## config.mk

```make
export PLATFORM = sky130hd
export DESIGN_NAME = line_monitor_off_mode_supervisor
export DESIGN_NICKNAME = d
export VERILOG_FILES = /design/src/core/line_monitor_off_mode_supervisor.v
export VERILOG_INCLUDE_DIRS = /design/src /design/src/core
export SDC_FILE = /design/constraint.sdc
export NUM_CORES = 1
export LEC_CHECK = 0
export ABC_AREA = 0
export BUFFER_PORTS_ARGS = -buffer_cell sky130_fd_sc_hd__buf_2
export CELL_PAD_IN_SITES_DETAIL_PLACEMENT = 0
export CELL_PAD_IN_SITES_GLOBAL_PLACEMENT = 1
export CORE_ASPECT_RATIO = 0.6
export CORE_MARGIN = 3
export CORE_UTILIZATION = 49
export DETAILED_ROUTE_END_ITERATION = 8
export MAX_ROUTING_LAYER = met4
export PLACE_DENSITY_LB_ADDON = 0.1
export SYNTH_ARGS = -nofsm -noshare
export SYNTH_HDL_FRONTEND = slang
export SYNTH_SLANG_ARGS = --single-unit
export TNS_END_PERCENT = 20
```

## constraint.sdc

```tcl
create_clock -name i_sys_clk -period 10.1 [get_ports i_sys_clk]
set_input_delay 0 -clock i_sys_clk [delete_from_list [all_inputs] [get_ports i_sys_clk]]
set_output_delay 0 -clock i_sys_clk [all_outputs]
set_load 0.02 [all_outputs]
```

## src/core/line_monitor_defs.vh

```
// Purpose: Constants for the line monitor and off mode supervisor
// Assumes: 250 MHz system clock (4 ns period)
// Notes:   Times are kept in their own unit, cycle counts derived from them
`ifndef LINE_MONITOR_DEFS_VH
`define LINE_MONITOR_DEFS_VH

// ----------------------------------------
// Clock
// ----------------------------------------
`define CLK_HZ            250000000

// ----------------------------------------
// Timers (times in microseconds)
// ----------------------------------------
`define DROPOUT_TIME_US   20000
`define DROPOUT_CYCLES    (`DROPOUT_TIME_US * (`CLK_HZ / 1000000))
`define DETECT_TIME_US    32000
`define DETECT_CYCLES     (`DETECT_TIME_US * (`CLK_HZ / 1000000))
`define OFF_FILTER_US     1000
`define OFF_FILTER_CYCLES (`OFF_FILTER_US * (`CLK_HZ / 1000000))
`define SAMPLE_TIME_US    1000
`define SAMPLE_CYCLES     (`SAMPLE_TIME_US * (`CLK_HZ / 1000000))

// ----------------------------------------
// Oscillator
// ----------------------------------------
`define FSW_NOM_HZ        65000
`define FSW_DEV_HZ        4000
`define FM_RATE_HZ        125
`define FM_STEPS          64
`define MAX_DUTY_PCT      80

`endif

```

## src/core/line_monitor_off_mode_supervisor.v

```verilog
// Purpose: Brown-out, unplug detection, capacitor discharge, off mode and
//          frequency-modulated oscillator control for a flyback controller
// Assumes: Comparator inputs are asynchronous levels from the analogue front end
// Notes:   Long timers are top-level parameters so simulation can shorten them
`timescale 1ns/1ps
`default_nettype none
`include "line_monitor_defs.vh"

// How it works
// Line below stop threshold flags brown-out, halts
// Brown-out keeps supply regulated until start threshold
// Dropout timer must expire before switching stops
// Start at next supply turn-on after start threshold
// Restart after dropout needs first watchdog event
// Unplug comparator: delayed sample plus offset, no hysteresis
// Comparator edge resets detect timer; expiry flags DC
// Only rising slopes count as AC presence; code counts either comparator edge
// Discharge works in every mode including off
// Detect timer bounds discharge phases, repeats cyclically
// Discharge in progress blocks controller start-up
// Self-supply holds supply during sensing or discharge
// Feedback below 0.6 V enters off mode
// Leave off mode only above 2.2 V feedback
// Off mode keeps only discharge and self-supply
// Fault latch kept; thermal shutdown uses off mode
// Off entry filtered by timer on 0.4 V dips
// Nominal switching frequency fixed per variant
// Gate duty never exceeds 80 percent
// Triangular FM plus minus 4 kHz at 125 Hz
// FM stays active during foldback frequency reduction
// Controller comes up in off mode after wake
// Analogue comparators synchronised before use
module line_monitor_off_mode_supervisor #(
  parameter DROPOUT_CYCLES    = `DROPOUT_CYCLES,
  parameter DETECT_CYCLES     = `DETECT_CYCLES,
  parameter OFF_FILTER_CYCLES = `OFF_FILTER_CYCLES,
  parameter SAMPLE_CYCLES     = `SAMPLE_CYCLES
) (
  // Clock and reset (reset = supply wake-up)
  input  wire       i_sys_clk,
  input  wire       i_reset,
  // Line sense comparators
  input  wire       i_line_above_stop,
  input  wire       i_line_above_start,
  input  wire       i_line_above_min,
  input  wire       i_unplug_comparator,
  // Feedback comparators
  input  wire       i_fb_above_off,
  input  wire       i_fb_above_filter,
  input  wire       i_fb_above_on,
  // Supply comparators
  input  wire       i_supply_at_turn_on,
  input  wire       i_supply_below_restart,
  // Protections
  input  wire       i_fault_latch_set,
  input  wire       i_thermal_shutdown,
  input  wire       i_foldback,
  // Outputs
  output reg        o_sample_strobe,
  output reg        o_gate_drive_output,
  output reg        o_brown_out,
  output reg        o_dc_detected,
  output reg        o_discharge_current,
  output reg        o_startup_source,
  output reg        o_off_mode,
  output reg        o_fault_latched,
  output reg        o_running
);

  // ----------------------------------------
  // Synchronisers
  // ----------------------------------------
  localparam NSYNC = 11;
  wire [NSYNC-1:0] async_in = {i_line_above_stop, i_line_above_start, i_line_above_min,
                               i_unplug_comparator, i_fb_above_off, i_fb_above_filter,
                               i_fb_above_on, i_supply_at_turn_on, i_supply_below_restart,
                               i_thermal_shutdown, i_fault_latch_set};
  reg  [NSYNC-1:0] sync_a;   // First stage, read only by sync_b
  reg  [NSYNC-1:0] sync_b;   // Second stage, safe to use

  // Two flops on every analogue comparator output
  always @(posedge i_sys_clk) begin
    sync_a <= async_in;
    sync_b <= sync_a;
  end

  wire line_ok_stop  = sync_b[10];
  wire line_ok_start = sync_b[9];
  wire line_ok_min   = sync_b[8];
  wire unplug_cmp    = sync_b[7];
  wire fb_ok_off     = sync_b[6];
  wire fb_ok_filter  = sync_b[5];
  wire fb_ok_on      = sync_b[4];
  wire vcc_on        = sync_b[3];
  wire vcc_restart   = sync_b[2];
  wire thermal_shutdown           = sync_b[1];
  wire fault_in      = sync_b[0];

  reg  unplug_prev;   // Last comparator level for edge detection
  reg  vcc_on_prev;   // Last turn-on level for event detection
  always @(posedge i_sys_clk) begin
    unplug_prev <= unplug_cmp;
    vcc_on_prev <= vcc_on;
  end
  wire unplug_edge = unplug_cmp ^ unplug_prev;
  wire vcc_on_rise = vcc_on & ~vcc_on_prev;

  // ----------------------------------------
  // Unplug detector and discharge
  // ----------------------------------------
  // Analogue compare against delayed sample plus offset happens outside;
  // this block strobes the sample-and-hold every sampling period
  reg [31:0] sample_cnt;   // Sampling period counter
  reg [31:0] detect_cnt;   // Shared detect / discharge-phase timer
  reg        discharging;  // Discharge sequence in progress

  always @(posedge i_sys_clk) begin
    if (i_reset) begin
      sample_cnt      <= 32'h0;
      o_sample_strobe <= 1'b0;
    end else if (sample_cnt >= SAMPLE_CYCLES - 1) begin
      sample_cnt      <= 32'h0;
      o_sample_strobe <= 1'b1;
    end else begin
      sample_cnt      <= sample_cnt + 32'h1;
      o_sample_strobe <= 1'b0;
    end
  end

  // Runs in all modes; off mode never gates it
  always @(posedge i_sys_clk) begin
    if (i_reset) begin
      detect_cnt          <= 32'h0;
      discharging         <= 1'b0;
      o_dc_detected       <= 1'b0;
      o_discharge_current <= 1'b0;
    end else if (unplug_edge) begin
      // Any edge, rising or falling, counts as AC present: stop all discharge
      detect_cnt          <= 32'h0;
      discharging         <= 1'b0;
      o_dc_detected       <= 1'b0;
      o_discharge_current <= 1'b0;
    end else if (discharging && !line_ok_min) begin
      // Capacitor already safe
      detect_cnt          <= 32'h0;
      discharging         <= 1'b0;
      o_discharge_current <= 1'b0;
    end else if (detect_cnt >= DETECT_CYCLES - 1) begin
      detect_cnt          <= 32'h0;
      o_dc_detected       <= 1'b1;
      if (line_ok_min) begin
        // Alternate bounded discharge and sensing phases
        discharging         <= 1'b1;
        o_discharge_current <= ~o_discharge_current;
      end
    end else begin
      detect_cnt <= detect_cnt + 32'h1;
    end
  end

  // ----------------------------------------
  // Brown-out, dropout timer and run state
  // ----------------------------------------
  localparam ST_OFF   = 2'd0;  // Low consumption off mode
  localparam ST_WAIT  = 2'd1;  // Armed, waiting for supply turn-on
  localparam ST_RUN   = 2'd2;  // Switching
  localparam ST_BROWN = 2'd3;  // Brown-out, waiting for line

  reg [1:0]  state;         // Supervisor state
  reg [31:0] dropout_cnt;   // Line dropout timer
  reg [31:0] gtom_cnt;      // Off entry filter timer
  reg        need_wdog;     // Restart blocked until watchdog event
  reg        wdog_seen;     // First watchdog event after dropout

  // Off entry: feedback low for the whole filter time, so short dips never stop us
  wire gtom_done  = (gtom_cnt >= OFF_FILTER_CYCLES - 1);
  wire go_off     = gtom_done || thermal_shutdown;
  wire start_ok   = line_ok_start && !discharging && (!need_wdog || wdog_seen);

  // Filter timer: counts while either feedback level reads low
  always @(posedge i_sys_clk) begin
    if (i_reset || (fb_ok_off && fb_ok_filter))
      gtom_cnt <= 32'h0;
    else if (!gtom_done)
      gtom_cnt <= gtom_cnt + 32'h1;
  end

  always @(posedge i_sys_clk) begin
    if (i_reset) begin
      state           <= ST_OFF;
      dropout_cnt     <= 32'h0;
      need_wdog       <= 1'b0;
      wdog_seen       <= 1'b0;
      o_brown_out     <= 1'b0;
      o_running       <= 1'b0;
      o_off_mode      <= 1'b1;
      o_fault_latched <= 1'b0;
    end else begin
      // Latch is sticky; off mode does not clear it
      if (fault_in)
        o_fault_latched <= 1'b1;
      // Watchdog event: unplug comparator edge proves real line
      if (unplug_edge)
        wdog_seen <= 1'b1;
      case (state)
        ST_OFF: begin
          o_running  <= 1'b0;
          o_off_mode <= 1'b1;
          if (fb_ok_on && !thermal_shutdown) begin
            state      <= ST_WAIT;
            o_off_mode <= 1'b0;
          end
        end
        ST_WAIT: begin
          if (go_off) begin
            state <= ST_OFF;
          end else if (vcc_on_rise && start_ok && !o_fault_latched) begin
            state       <= ST_RUN;
            o_running   <= 1'b1;
            o_brown_out <= 1'b0;
            need_wdog   <= 1'b0;
          end
        end
        ST_RUN: begin
          if (go_off || o_fault_latched) begin
            state     <= ST_OFF;
            o_running <= 1'b0;
          end else if (!line_ok_stop) begin
            // One missing line cycle must not stop us
            if (dropout_cnt >= DROPOUT_CYCLES - 1) begin
              dropout_cnt <= 32'h0;
              state       <= ST_BROWN;
              o_brown_out <= 1'b1;
              o_running   <= 1'b0;
              need_wdog   <= 1'b1;
              wdog_seen   <= unplug_edge;  // An event in the stop cycle still counts
            end else begin
              dropout_cnt <= dropout_cnt + 32'h1;
            end
          end else begin
            dropout_cnt <= 32'h0;
          end
        end
        ST_BROWN: begin
          if (go_off)
            state <= ST_OFF;
          else if (line_ok_start)
            state <= ST_WAIT;
        end
        default: state <= ST_OFF;
      endcase
    end
  end

  // ----------------------------------------
  // Self-supply control
  // ----------------------------------------
  // Hysteretic between turn-on and restart levels while running; held at turn-on level when not running; off while line is below minimum
  always @(posedge i_sys_clk) begin
    if (i_reset)
      o_startup_source <= 1'b0;
    else if (!line_ok_min)
      o_startup_source <= 1'b0;
    else if (vcc_on)
      o_startup_source <= 1'b0;
    else if (vcc_restart || !o_running)
      o_startup_source <= 1'b1;
  end

  // ----------------------------------------
  // Oscillator with triangular FM
  // ----------------------------------------
  localparam [31:0] P_NOM  = `CLK_HZ / `FSW_NOM_HZ;
  localparam [31:0] P_MIN  = `CLK_HZ / (`FSW_NOM_HZ + `FSW_DEV_HZ);
  localparam [31:0] P_MAX  = `CLK_HZ / (`FSW_NOM_HZ - `FSW_DEV_HZ);
  localparam [31:0] FM_TICK = `CLK_HZ / (`FM_RATE_HZ * 2 * `FM_STEPS);
  localparam [31:0] P_STEP = (P_MAX - P_MIN) / `FM_STEPS;

  reg [31:0] osc_cnt;    // Position in switching period
  reg [31:0] period;     // Current period in cycles
  reg [31:0] fm_cnt;     // FM step prescaler
  reg [6:0]  fm_pos;     // Triangle position
  reg        fm_up;      // Triangle direction

  // Triangle sweeps period around nominal at the FM rate
  always @(posedge i_sys_clk) begin
    if (i_reset) begin
      fm_cnt <= 32'h0;
      fm_pos <= 7'h20;
      fm_up  <= 1'b1;
    end else if (fm_cnt >= FM_TICK - 1) begin
      fm_cnt <= 32'h0;
      if (fm_up && fm_pos == 7'h3f)
        fm_up <= 1'b0;
      else if (!fm_up && fm_pos == 7'h01)
        fm_up <= 1'b1;
      fm_pos <= fm_up ? fm_pos + 7'h1 : fm_pos - 7'h1;
    end else begin
      fm_cnt <= fm_cnt + 32'h1;
    end
  end

  // Foldback doubles the whole FM period, so the jitter is doubled with it
  wire [31:0] fm_period = P_MIN + P_STEP * {25'h0, fm_pos};
  wire [31:0] next_period = i_foldback ? {fm_period[30:0], 1'b0} : fm_period;
  wire [31:0] on_limit = (period / 32'd100) * `MAX_DUTY_PCT;

  always @(posedge i_sys_clk) begin
    if (i_reset || !o_running) begin
      osc_cnt             <= 32'h0;
      period              <= P_NOM;
      o_gate_drive_output <= 1'b0;
    end else if (osc_cnt >= period - 1) begin
      osc_cnt             <= 32'h0;
      period              <= next_period;
      o_gate_drive_output <= 1'b1;
    end else begin
      osc_cnt <= osc_cnt + 32'h1;
      if (osc_cnt + 32'h1 >= on_limit)
        o_gate_drive_output <= 1'b0;
    end
  end

endmodule // line_monitor_off_mode_supervisor
`default_nettype wire

```

; After elaboration in Yosys (flattened, before gate mapping)
; Index checks and enable logic that the tools add are counted.
[totals]
inputBits = 14
wordCells = 144
reg_bits = 269
output_inout_bits = 9
[op_classes]
n_mul = 2
add_sub_neg = 10
order_cmp = 7
n_eq_ne = 15
muxes = 36
n_div = 1
n_reduce_logical = 41
n_bitwise = 7
[op_table]
columns = cell, count
row1 = $add A32 B1 Y32 const B, 6
row2 = $ge A32 B18 Y1 const B, 2
row3 = $ge A32 B23 Y1 const B, 2
row4 = $ge A32 B32 Y1, 2
row5 = $mux W32, 2
row6 = $div A32 B7 Y32 const B, 1
row7 = $ge A32 B14 Y1 const B, 1
row8 = $mul A32 B3 Y28 const B, 1
row9 = $sub A32 B1 Y32 const B, 1
row10 = $mux W1, 21
row11 = $mux W2, 8
row12 = $mux W14, 1
row13 = $add A12 B10 Y13 const A, 1
row14 = $ne A2 B2 Y1 const B, 6
row15 = $ne A3 B3 Y1 const B, 4
row16 = $mul A3 B7 Y10 const A, 1
row17 = $reduce_and A5 Y1, 2
row18 = $logic_and A1 B1 Y1, 9
row19 = $pmux W2 S4, 1
row20 = $reduce_and A2 Y1, 4
row21 = $reduce_or A2 Y1, 4
row22 = $add A7 B1 Y7 const B, 1
row23 = $eq A7 B1 Y1 const B, 1
row24 = $eq A7 B6 Y1 const B, 1
row25 = other kinds (17), 36

; Logic depth before layout (Yosys ltp)
; Gate-level depths: netlist (run 1).
[depth]
depth_word = 8
ltp_mapped = 44
depth_no_buf = 42

; Worst setup path before layout (run 1)
; OpenSTA, ideal clock, no wires.
[synth_path]
path_type = register -> register
startpoint = register period[10]
endpoint = register o_gate_drive_output
setup_slack_ns = 2.412
synth_period_minus_slack_ns = 7.688
setup_ns = 0.070
arrival_time_ns = 7.618
t_required_ns = 10.030
path_buffers = 2
path_stages_with_launch = 42
path_cell_list = dfxtp_1 > buf_2 > clkbuf_1 > nor3_1 > nor2_1 > ha_1 > inv_2 > a41oi_4 > nor2_2 > clkinv_4 > o211ai_4 > a21oi_4 > inv_2 > o2111ai_1 > a211oi_2 > o31a_4 > mux2i_1 > o31ai_2 > [... 6 more ...] > a211o_1 > a31o_1 > ha_1 > ha_1 > inv_1 > fa_1 > ha_1 > o21ai_0 > nand2b_1 > a21oi_1 > nor2b_1 > o21ai_0 > nand2b_1 > a21oi_1 > nor2b_1 > o21ai_0 > nand3_1 > a21oi_1
[synth_between]
elab_chain_cells = 4
word_cells_on_any_way = 7
classes_between = 1 x add/sub / 1 x mul / 1 x div / 2 x order compare / 1 x mux / 1 x reduce/logical
[synth_rtl]
columns = item, line_no
row1 = from (decl), line_monitor_off_mode_supervisor.v:280  ; reg [31:0] period;
row2 = from (signal assigned), line_monitor_off_mode_supervisor.v:315  ; period <= next_period;
row3 = $div A32 B7 Y32, line_monitor_off_mode_supervisor.v:306  ; wire [31:0] on_limit = (period / 32'd100) * `MAX_DUTY_PCT;
row4 = $mul A32 B3 Y28 (no line), -
row5 = $ge A32 B32 Y1, line_monitor_off_mode_supervisor.v:319  ; if (osc_cnt + 32'h1 >= on_limit)
row6 = $reduce_bool A2 Y1 (no line), -
row7 = to (signal assigned), line_monitor_off_mode_supervisor.v:312  ; o_gate_drive_output <= 1'b0;
row8 = to (signal assigned), line_monitor_off_mode_supervisor.v:316  ; o_gate_drive_output <= 1'b1;
row9 = to (signal assigned), line_monitor_off_mode_supervisor.v:320  ; o_gate_drive_output <= 1'b0;
row10 = to (decl), line_monitor_off_mode_supervisor.v:60  ; output reg o_gate_drive_output,
; Parallel ways exist; a longest one is shown, timed or not.
; A chain may end at the register's enable or synchronous reset.

; Worst setup path in the final report (run 1)
[layout_path]
startpoint = register period[9]
endpoint = register o_gate_drive_output
; The elaborated chain is that of the path after synthesis.

==> results.json, run 1 <==
{
  "status": "complete, no violations",
  "ys.flop_type": "dfxtp_1",
  "ys_types": 96,
  "cp_slowest_stage_delay_ns": 0.63,
  "antenna_found_initial": 1,
  "timing.fmax_mhz": 111,
  "grt_pass1_wl_microns": 48600,
  "pwr_density_cell_nw_per_um2": 135,
  "grt_pass1_vias": 9396,
  "syn-cell-area_sq_um": 13300,
  "cts_buffer_depth": 3,
  "die_x_microns": 219,
  "synth_seq_cells": 251,
  "power.switching_mw": 0.465,
  "fp-row-count": 45,
  "synth_compound_area_share_pct": 14.0,
  "final_util_pct": 56.6,
  "crit_arrival_ns": 9.49,
  "relSlewSlack_pct": 28.0,
  "yosysMostFrequentCell": "dfxtp_1",
  "cts_tree": "done",
  "syn-mean-instance-area_sq_um": 8.58,
  "dp.final_hpwl_microns": 21200,
  "overflow": 0,
  "maxSlewViolCount": 0,
  "leakage_nw": 6.08,
  "die_area_sq_um": 29200,
  "setup_viol": 0,
  "skew_ns": 0.0123,
  "synth_top_cells_by_area": "dfxtp_1, ha_1, nor2_1",
  "ys_async_sr_fraction_pct": 0,
  "drtPass1Iterations": 7,
  "synth_xor_area_share_pct": 8.97,
  "syn2layout_area_growth_pct": 10.6,
  "cts_buffers": 24,
  "cts_sinks": 251,
  "antenna_cells": 0,
  "switching_share_pct": 23.4,
  "synth_top_area_share_pct": 37.8,
  "layout-drive-gt1-share_pct": 6.68,
  "ant_nets": 0,
  "tns_ns": 0,
  "synth_area_leader_cell": "dfxtp_1",
  "rsz0062_at_grt": "false",
  "clockPowerShare_pct": 43.2,
  "clk_pin_slew_ns": 0.07,
  "yosys-top-cells-count": "dfxtp_1, nor2_1, nand2_1",
  "synthMuxAreaShare_pct": 1.86,
  "p_seq_share_pct": 51.8,
  "synthAdderAreaFrac_pct": 10.1,
  "clk_latency_ns": 0.53,
  "io_pins": 23,
  "post-route-min-period_ns": 9.03,
  "die_h_microns": 134,
  "worst_pin_slew_ns": 1.08,
  "via_count": 10600,
  "layout.nets": 1715,
  "cts_root_buffer": "clkbuf_16",
  "initial_core_util_pct": 51.2,
  "wl_per_cell_microns": 14.8,
  "comb_power_share_pct": 5.0,
  "drt_iter0_drc": 796,
  "hold_path.class": "primary input to flop",
  "crit_path_end_kind": "flop",
  "ctsHtreeMaxLevel": 1,
  "path_class": "flop to flop",
  "synth-simple-area-share_pct": 23.8,
  "io_buffers": 22,
  "core_area_sq_um": 26000,
  "slowest_stage": "nor3_1",
  "syn-instance-count": 1548,
  "ir_worst_vdd_mv": 0.127,
  "finalCritPeriodShare_pct": 89.4,
  "post_cts_resized": 0,
  "ys_seq_area_share_pct": 37.8,
  "synth_top_family_by_area": "simple AND/OR/NAND/NOR gates",
  "maxCapViolCount": 0,
  "vias_per_cell": 5.40,
  "synth_enable_flop_cells": 0,
  "worst-path-max-fanout": 20,
  "drcViolationCount": 0,
  "grt_max_degree": 50,
  "gp_congestion": 0.931,
  "hold_viol": 0,
  "required_ns": 10.56,
  "grt.total_usage_pct": 20.4,
  "power_mw": 1.99,
  "cp-start-kind": "flop",
  "wirelength_microns": 29200,
  "intPower_mw": 1.52,
  "yosys_warnings": 0
}
-- per-stage QoR --
step                      hold WS [ns]  cells  cell area (sq um)  worst slack, ns
after global placement           0.102   1914              13800             1.65
after global routing            0.0553   1968              14700            0.311
after floorplan                 0.0277   1588              13400             2.41
final                           0.0411   1968              14700             1.07
after CTS                       0.0164   1968              14700             1.23
after detailed placement         0.104   1914              13800             1.32
-- logic make-up after synthesis --
logic type / Yosys count
simple gates: 650
compound gates: 270
flops: 251
xor+xnor: 136
buf+inv: 115
fa+ha+maj: 103
mux: 22
other cells: 1
-- path summary, 6_finish.rpt --
kind,slack (ns),to,start,depth (start not counted)
min,0.04,wdog_seen,i_reset,3
max,1.07,o_gate_drive_output,period[9],39
min reg2reg,0.33,sync_b[0],sync_a[0],0
max reg2reg,1.07,o_gate_drive_output,period[9],39
-- metal layers --
| metal | vias up | routed length, microns | GRT usage, % |
|---|---|---|---|
| li1 | 5468 | - | - |
| met3 | 22 | 1590 | 3.58 |
| met5 | - | 0 | - |
| met2 | 223 | 10500 | 24.9 |
| met1 | 4916 | 16800 | 34.1 |
| met4 | 0 | 244 | 2.82 |
-- worst max-delay path, delay by kind of cell, from the launching register on --
kind	cells	cell delay, ns
compound gates	22	5.06
fa+ha+maj	5	1.38
buf+inv	4	0.41
flops	1	0.52
mux	1	0.42
simple gates	7	1.15
-- placed cells by master, fill, tap and decap left out, types with 30 or more instances in the layout --
| cell type | count |
|---|---|
| a21oi_1 | 79 |
| and3_1 | 55 |
| conb_1 | 41 |
| dfxtp_1 | 251 |
| ha_1 | 95 |
| inv_1 | 51 |
| nand2_1 | 118 |
| nand3_1 | 76 |
| nor2_1 | 222 |
| nor3_1 | 30 |
| o21ai_0 | 57 |
| xnor2_1 | 72 |
| xor2_1 | 64 |
-- flip-flops by register name (all words and copies together), names as in the netlist, 2 cells and up --
name,cells
detect_cnt,32
dropout_cnt,32
sample_cnt,32
state,2
osc_cnt,32
period,14
gtom_cnt,32
fm_cnt,32
fm_pos,7
sync_b,11
sync_a,11
-- cell type report --
class	instances	area, sq um
fill	2362	11300
multi-input combinational	1222	7960
sequential	251	5020
clock buffer	32	671
tap	352	440
timing repair buffer	42	288
inverter	58	225
clock inverter	11	81.3
-- power groups by stage --
stage	combinational, mW	sequential [mW]	clock (mW)
detailed placement	0.0949	1.05	0
CTS	0.0986	1.03	0.888
global placement	0.0933	1.05	0
global route	0.114	1.03	0.926
finish	0.0988	1.03	0.859
floorplan	0.0731	1.05	0
-- repair_timing --
action / 4_1_cts / 5_1_grt
hold buffers: 11 / 0
setup buffers: 0 / 0
hold endpoints to repair: 11 / 0
(Power assumes the default switching activity.)
==> run 2, diff against run 1 <==
- CELL_PAD_IN_SITES_DETAIL_PLACEMENT: 0 -> default
- CELL_PAD_IN_SITES_GLOBAL_PLACEMENT: 1 -> default
- CORE_UTILIZATION: 49 -> 59
- PLACE_DENSITY: default -> 0.76
- PLACE_DENSITY_LB_ADDON: 0.1 -> default
- clock period: 10.1 -> 11.3 ns (I/O delays scaled with it)
==> run 2 against run 1 <==
Maximum frequency grew 2.4%; via count rose by 1.8%; final area shrank 0.36%.
==> results.json, run 2 (synthesis results as in run 1) <==
{
  "via_count": 10800,
  "timing.rr.end": "o_gate_drive_output",
  "crit_arrival_ns": 9.27,
  "setup_viol": 0,
  "clk_pin_slew_ns": 0.08,
  "grtUsageMet2_pct": 32.6,
  "fillers": 1714,
  "pwr_density_cell_nw_per_um2": 126,
  "met1_usage_pct": 36.9,
  "clk_latency_ns": 0.53,
  "place_area_sq_um": 13700,
  "die_x_microns": 200,
  "timing.fmax_mhz": 113,
  "vias_per_cell": 5.72,
  "grt_max_degree": 50,
  "io_buffers": 22,
  "top_usage_layer": "met1",
  "layout-drive-gt1-share_pct": 6.51,
  "wl_per_cell_microns": 15.2,
  "cts_buffer_depth": 3,
  "drcViolationCount": 0,
  "required_ns": 11.75,
  "post_cts_resized": 0,
  "drt_iter0_drc": 785,
  "layout_common_cells": "dfxtp_1, nor2_1, nand2_1, ha_1, a21oi_1",
  "worst_pin_slew_ns": 1.00,
  "tns_ns": 0,
  "antenna_cells": 0,
  "skew_ns": 0.0210,
  "drtPass1Iterations": 6,
  "core_area_sq_um": 21500,
  "regToRegSetupSlack_ns": 2.49,
  "use_met3_pct": 5.38,
  "cp-start-kind": "flop",
  "cts_setup_buffers": 0,
  "status": "complete, no violations",
  "maxSlewViolCount": 0,
  "slowest_stage": "nor3_1",
  "die_h_microns": 122,
  "hold_viol": 0,
  "cts_buffers": 23,
  "grt_pass1_vias": 9691,
  "antenna_found_initial": 0,
  "cp_slowest_stage_delay_ns": 0.64,
  "gp_congestion": 0.989,
  "post-route-min-period_ns": 8.81,
  "ir_worst_vdd_mv": 0.0966,
  "crit_path_end_kind": "flop",
  "pre_cts_slack_ns": 2.66,
  "path_class": "flop to flop",
  "dp.final_hpwl_microns": 20300,
  "worstHoldPathCells": 3,
  "syn2layout_area_growth_pct": 10.2,
  "die_area_sq_um": 24400,
  "overflow": 0,
  "maxCapViolCount": 0,
  "initial_core_util_pct": 61.7,
  "cts_tree": "done",
  "hold_path.class": "primary input to flop",
  "cts_root_buffer": "clkbuf_16",
  "rr_worst_depth": 40,
  "io_pins": 23,
  "ctsHtreeMaxLevel": 1,
  "wirelength_microns": 28700,
  "min_to": "o_fault_latched",
  "fp-row-count": 41,
  "ant_nets": 0,
  "grt_pass1_wl_microns": 47700,
  "rsz0062_at_grt": "false",
  "relSlewSlack_pct": 32.7,
  "layout.cells.most_common": "dfxtp_1",
  "layout.nets": 1712,
  "leakage_nw": 6.10,
  "finalCritPeriodShare_pct": 78.0,
  "worst-path-max-fanout": 21,
  "fin_area_sq_um": 14600,
  "cts_sinks": 251,
  "grt.total_usage_pct": 24.1,
  "min_from": "i_reset",
  "r2r_start": "period[10]",
  "worst_slack_ns": 2.49
}
-- run 2: metrics by stage --
stage / hold WS [ns] / total power, mW / cells / util, %
6_report: 0.0493 / 1.84 / 1892 / 67.9
3_5_place_dp: 0.104 / 1.03 / 1839 / 63.7
3_3_place_gp: 0.102 / 1.02 / 1839 / 63.7
2_1_floorplan: 0.0277 / 1.00 / 1588 / -
5_1_grt: 0.0700 / 1.91 / 1892 / 67.9
4_1_cts: 0.0266 / 1.86 / 1892 / 67.9
-- run 2: final cells by class --
class	count	area, sq um	share of cell area [%]
Sequential cell	251	5020	34.3
Timing Repair Buffer	40	273	1.86
Inverter	58	225	1.54
Multi-Input combinational cell	1222	7960	54.4
Clock inverter	10	146	1.00
Tap cell	279	349	2.39
Clock buffer	32	659	4.51
-- run 2: worst max-delay path, delay by kind of cell (launching register included) --
family / cells / cell delay, ns
adders and majority gates: 5 / 1.36
DFF: 1 / 0.55
AOI/OAI and AO/OA: 19 / 3.67
muxes: 1 / 0.40
xor gates and xnor gates: 1 / 0.52
and+or+nand+nor: 9 / 1.62
buffers and inverters: 5 / 0.60
-- run 2: routing by layer --
metal  up-vias  wire length (microns)
li1       5458                      -
met1      5059                  14900
met2       277                  11300
met3        28                   2190
met4         0                    320
met5         -                      0
-- run 2: how the worst max path moves through the flow --
stage / start / to / slack (ns)
after floorplan: period[10] / o_gate_drive_output / 3.61
after global placement: period[10] / o_gate_drive_output / 2.96
after detailed placement: period[10] / o_gate_drive_output / 2.66
after CTS: period[10] / o_gate_drive_output / 2.64
after global routing: period[10] / o_gate_drive_output / 1.85
final: period[10] / o_gate_drive_output / 2.49
-- run 2: timing repair --
| item | in CTS | in global routing |
|---|---|---|
| hold buffers | 11 | 0 |
| endpoints found under the hold margin | 11 | 0 |
| setup endpoints to repair | 0 | 0 |
-- run 2: power breakdown --
part	total [mW]	switching, mW	internal [mW]
Clock	0.828	0.347	0.481
Combinational	0.0902	0.0557	0.0344
Sequential	0.921	0.0161	0.905
==> run 3, diff against run 2 <==
- CORE_UTILIZATION: 59 -> 57
- clock period: 11.3 -> 7.25 ns (I/O delays scaled with it)
==> run 3 against run 2 <==
The run now ends with negative setup slack left; register-to-register slack lost 2.7 ns; maximum frequency up 18%; non-clock buffer count increased by 89; clock power grew 57%; critical endpoint unchanged; highest routed layer unchanged.
==> results.json, run 3 (synthesis results as in run 1) <==
{
  "io_buffers": 22,
  "slowest_stage": "a2111o_1",
  "endpoint": "o_gate_drive_output",
  "setup_viol": 1,
  "cts_sinks": 251,
  "grt_max_degree": 50,
  "rr_worst_depth": 38,
  "grt.total_usage_pct": 24.4,
  "drtPass1Iterations": 7,
  "path_buf_inv": 6,
  "critPathLaunch": "period[11]",
  "core_area_sq_um": 22400,
  "syn2layout_area_growth_pct": 17.9,
  "required_ns": 7.71,
  "worst-path-max-fanout": 12,
  "maxSlewViolCount": 0,
  "clk_latency_ns": 0.55,
  "layout-drive-gt1-share_pct": 13.9,
  "layout.cells.most_common": "dfxtp_1",
  "power_mw": 2.88,
  "die_h_microns": 124,
  "whs_ns": 0.0356,
  "drt_iter0_drc": 861,
  "crit_path_end_kind": "flop",
  "dp.final_hpwl_microns": 21900,
  "path_delay_family": "compound AO/OA/AOI/OAI gates",
  "r2r_start": "period[11]",
  "die_x_microns": 203,
  "vias_per_cell": 5.63,
  "wirelength_microns": 31000,
  "gp_congestion": 0.985,
  "antenna_found_initial": 0,
  "drcViolationCount": 0,
  "regToRegSetupSlack_ns": -0.25,
  "cts_tree": "done",
  "antenna_cells": 0,
  "grt_pass1_vias": 10300,
  "skew_ns": 0.0182,
  "crit_arrival_ns": 7.96,
  "worstHoldPathCells": 4,
  "ant_nets": 0,
  "ctsHtreeMaxLevel": 1,
  "cts_buffer_depth": 3,
  "rsz0062_at_grt": "true",
  "initial_core_util_pct": 59.2,
  "pwr_density_cell_nw_per_um2": 184,
  "timing.fmax_mhz": 133,
  "cp-start-kind": "flop",
  "maxCapViolCount": 0,
  "layout_common_cells": "dfxtp_1, nor2_1, nand2_1, ha_1, buf_4",
  "fp-row-count": 42,
  "finalCritPeriodShare_pct": 103,
  "leakage_nw": 6.62,
  "wl_per_cell_microns": 15.4,
  "worst_pin_slew_ns": 1.05,
  "cp_slowest_stage_delay_ns": 0.44,
  "worst_slack_ns": -0.248,
  "die_area_sq_um": 25200,
  "cts_buffers": 24,
  "cp.depth": 38,
  "violations": "negative setup slack",
  "overflow": 0,
  "post-route-min-period_ns": 7.50,
  "cts_root_buffer": "clkbuf_16",
  "relSlewSlack_pct": 30.3,
  "layout.nets": 1802,
  "grt_pass1_wl_microns": 51000,
  "clk_pin_slew_ns": 0.08,
  "ir_worst_vdd_mv": 0.203,
  "hold_viol": 0,
  "io_pins": 23,
  "via_count": 11300,
  "hold_path.class": "primary input to flop",
  "timing.rr.end": "o_gate_drive_output",
  "path_class": "flop to flop",
  "status": "finished, violations left"
}
[run 3: changes by cell type in the layout (fill, tap and decap cells not counted), sizes merged]
| cell | change |
|---|---|
| buf | +89 |
| bufinv | -1 |
| clkbuf | -2 |
| clkinv | +1 |
| clkinvlp | +1 |
[run 3: worst min path at each step]
stage / end / slack, ns / start
final: period[2] / 0.04 / i_foldback
after global routing: wdog_seen / 0.05 / i_reset
after global placement: sync_a[10] / 0.10 / i_line_above_stop
after detailed placement: sync_a[0] / 0.10 / i_fault_latch_set
after CTS: period[2] / 0.006 / i_foldback
after floorplan: sync_a[0] / 0.03 / i_fault_latch_set
[run 3: timing repair]
| item | CTS | global route |
|---|---|---|
| hold buffers | 11 | 0 |
| setup endpoints to repair | 1 | 1 |
| gates resized for setup | 16 | 37 |
| cloned | 0 | 0 |
| pin swaps | 16 | 35 |
| setup buffers | 2 | 9 |
| endpoints found under the hold margin | 11 | 0 |
[run 3: power breakdown]
group          internal (mW)  switching [mW]
clock network          0.748           0.553
logic                 0.0540          0.0874
registers               1.41          0.0248
[run 3: final cells by class]
| cell class | count | area (sq um) |
|---|---|---|
| multi-input combinational | 1222 | 8220 |
| clock buffer | 30 | 683 |
| sequential | 251 | 5030 |
| tap | 308 | 385 |
| fill | 1767 | 6780 |
| timing repair buffer | 129 | 960 |
| inverter | 58 | 228 |
| clock inverter | 11 | 149 |
[run 3: worst reg2reg max path, delay by kind of cell, from the launching register on]
family	cells	cell delay, ns
compound gates	18	3.57
fa+ha+maj	4	1.08
buf+inv	6	0.76
flops	1	0.37
mux	2	0.68
simple gates	8	0.95
[run 3: metal layers]
layer / vias up / GRT usage [%] / wire length (microns)
met5: - / - / 0
met3: 40 / 4.52 / 2180
met2: 309 / 34.0 / 12600
li1: 5628 / - / -
met4: 0 / 3.72 / 426
met1: 5331 / 37.4 / 15700
[run 3: per-stage QoR]
step | instances | setup WS [ns] | cell area, sq um | setup TNS, ns | utilization (%)
3_3_place_gp | 1946 | -0.0296 | 14400 | -0.0296 | 64.1
3_5_place_dp | 1946 | -0.226 | 14400 | -0.226 | 64.1
2_1_floorplan | 1588 | -0.0759 | 13500 | -0.0759 | -
5_1_grt | 2009 | -0.643 | 15700 | -0.643 | 69.8
4_1_cts | 2000 | -0.204 | 15400 | -0.204 | 68.8
6_report | 2009 | -0.248 | 15700 | -0.248 | 69.8
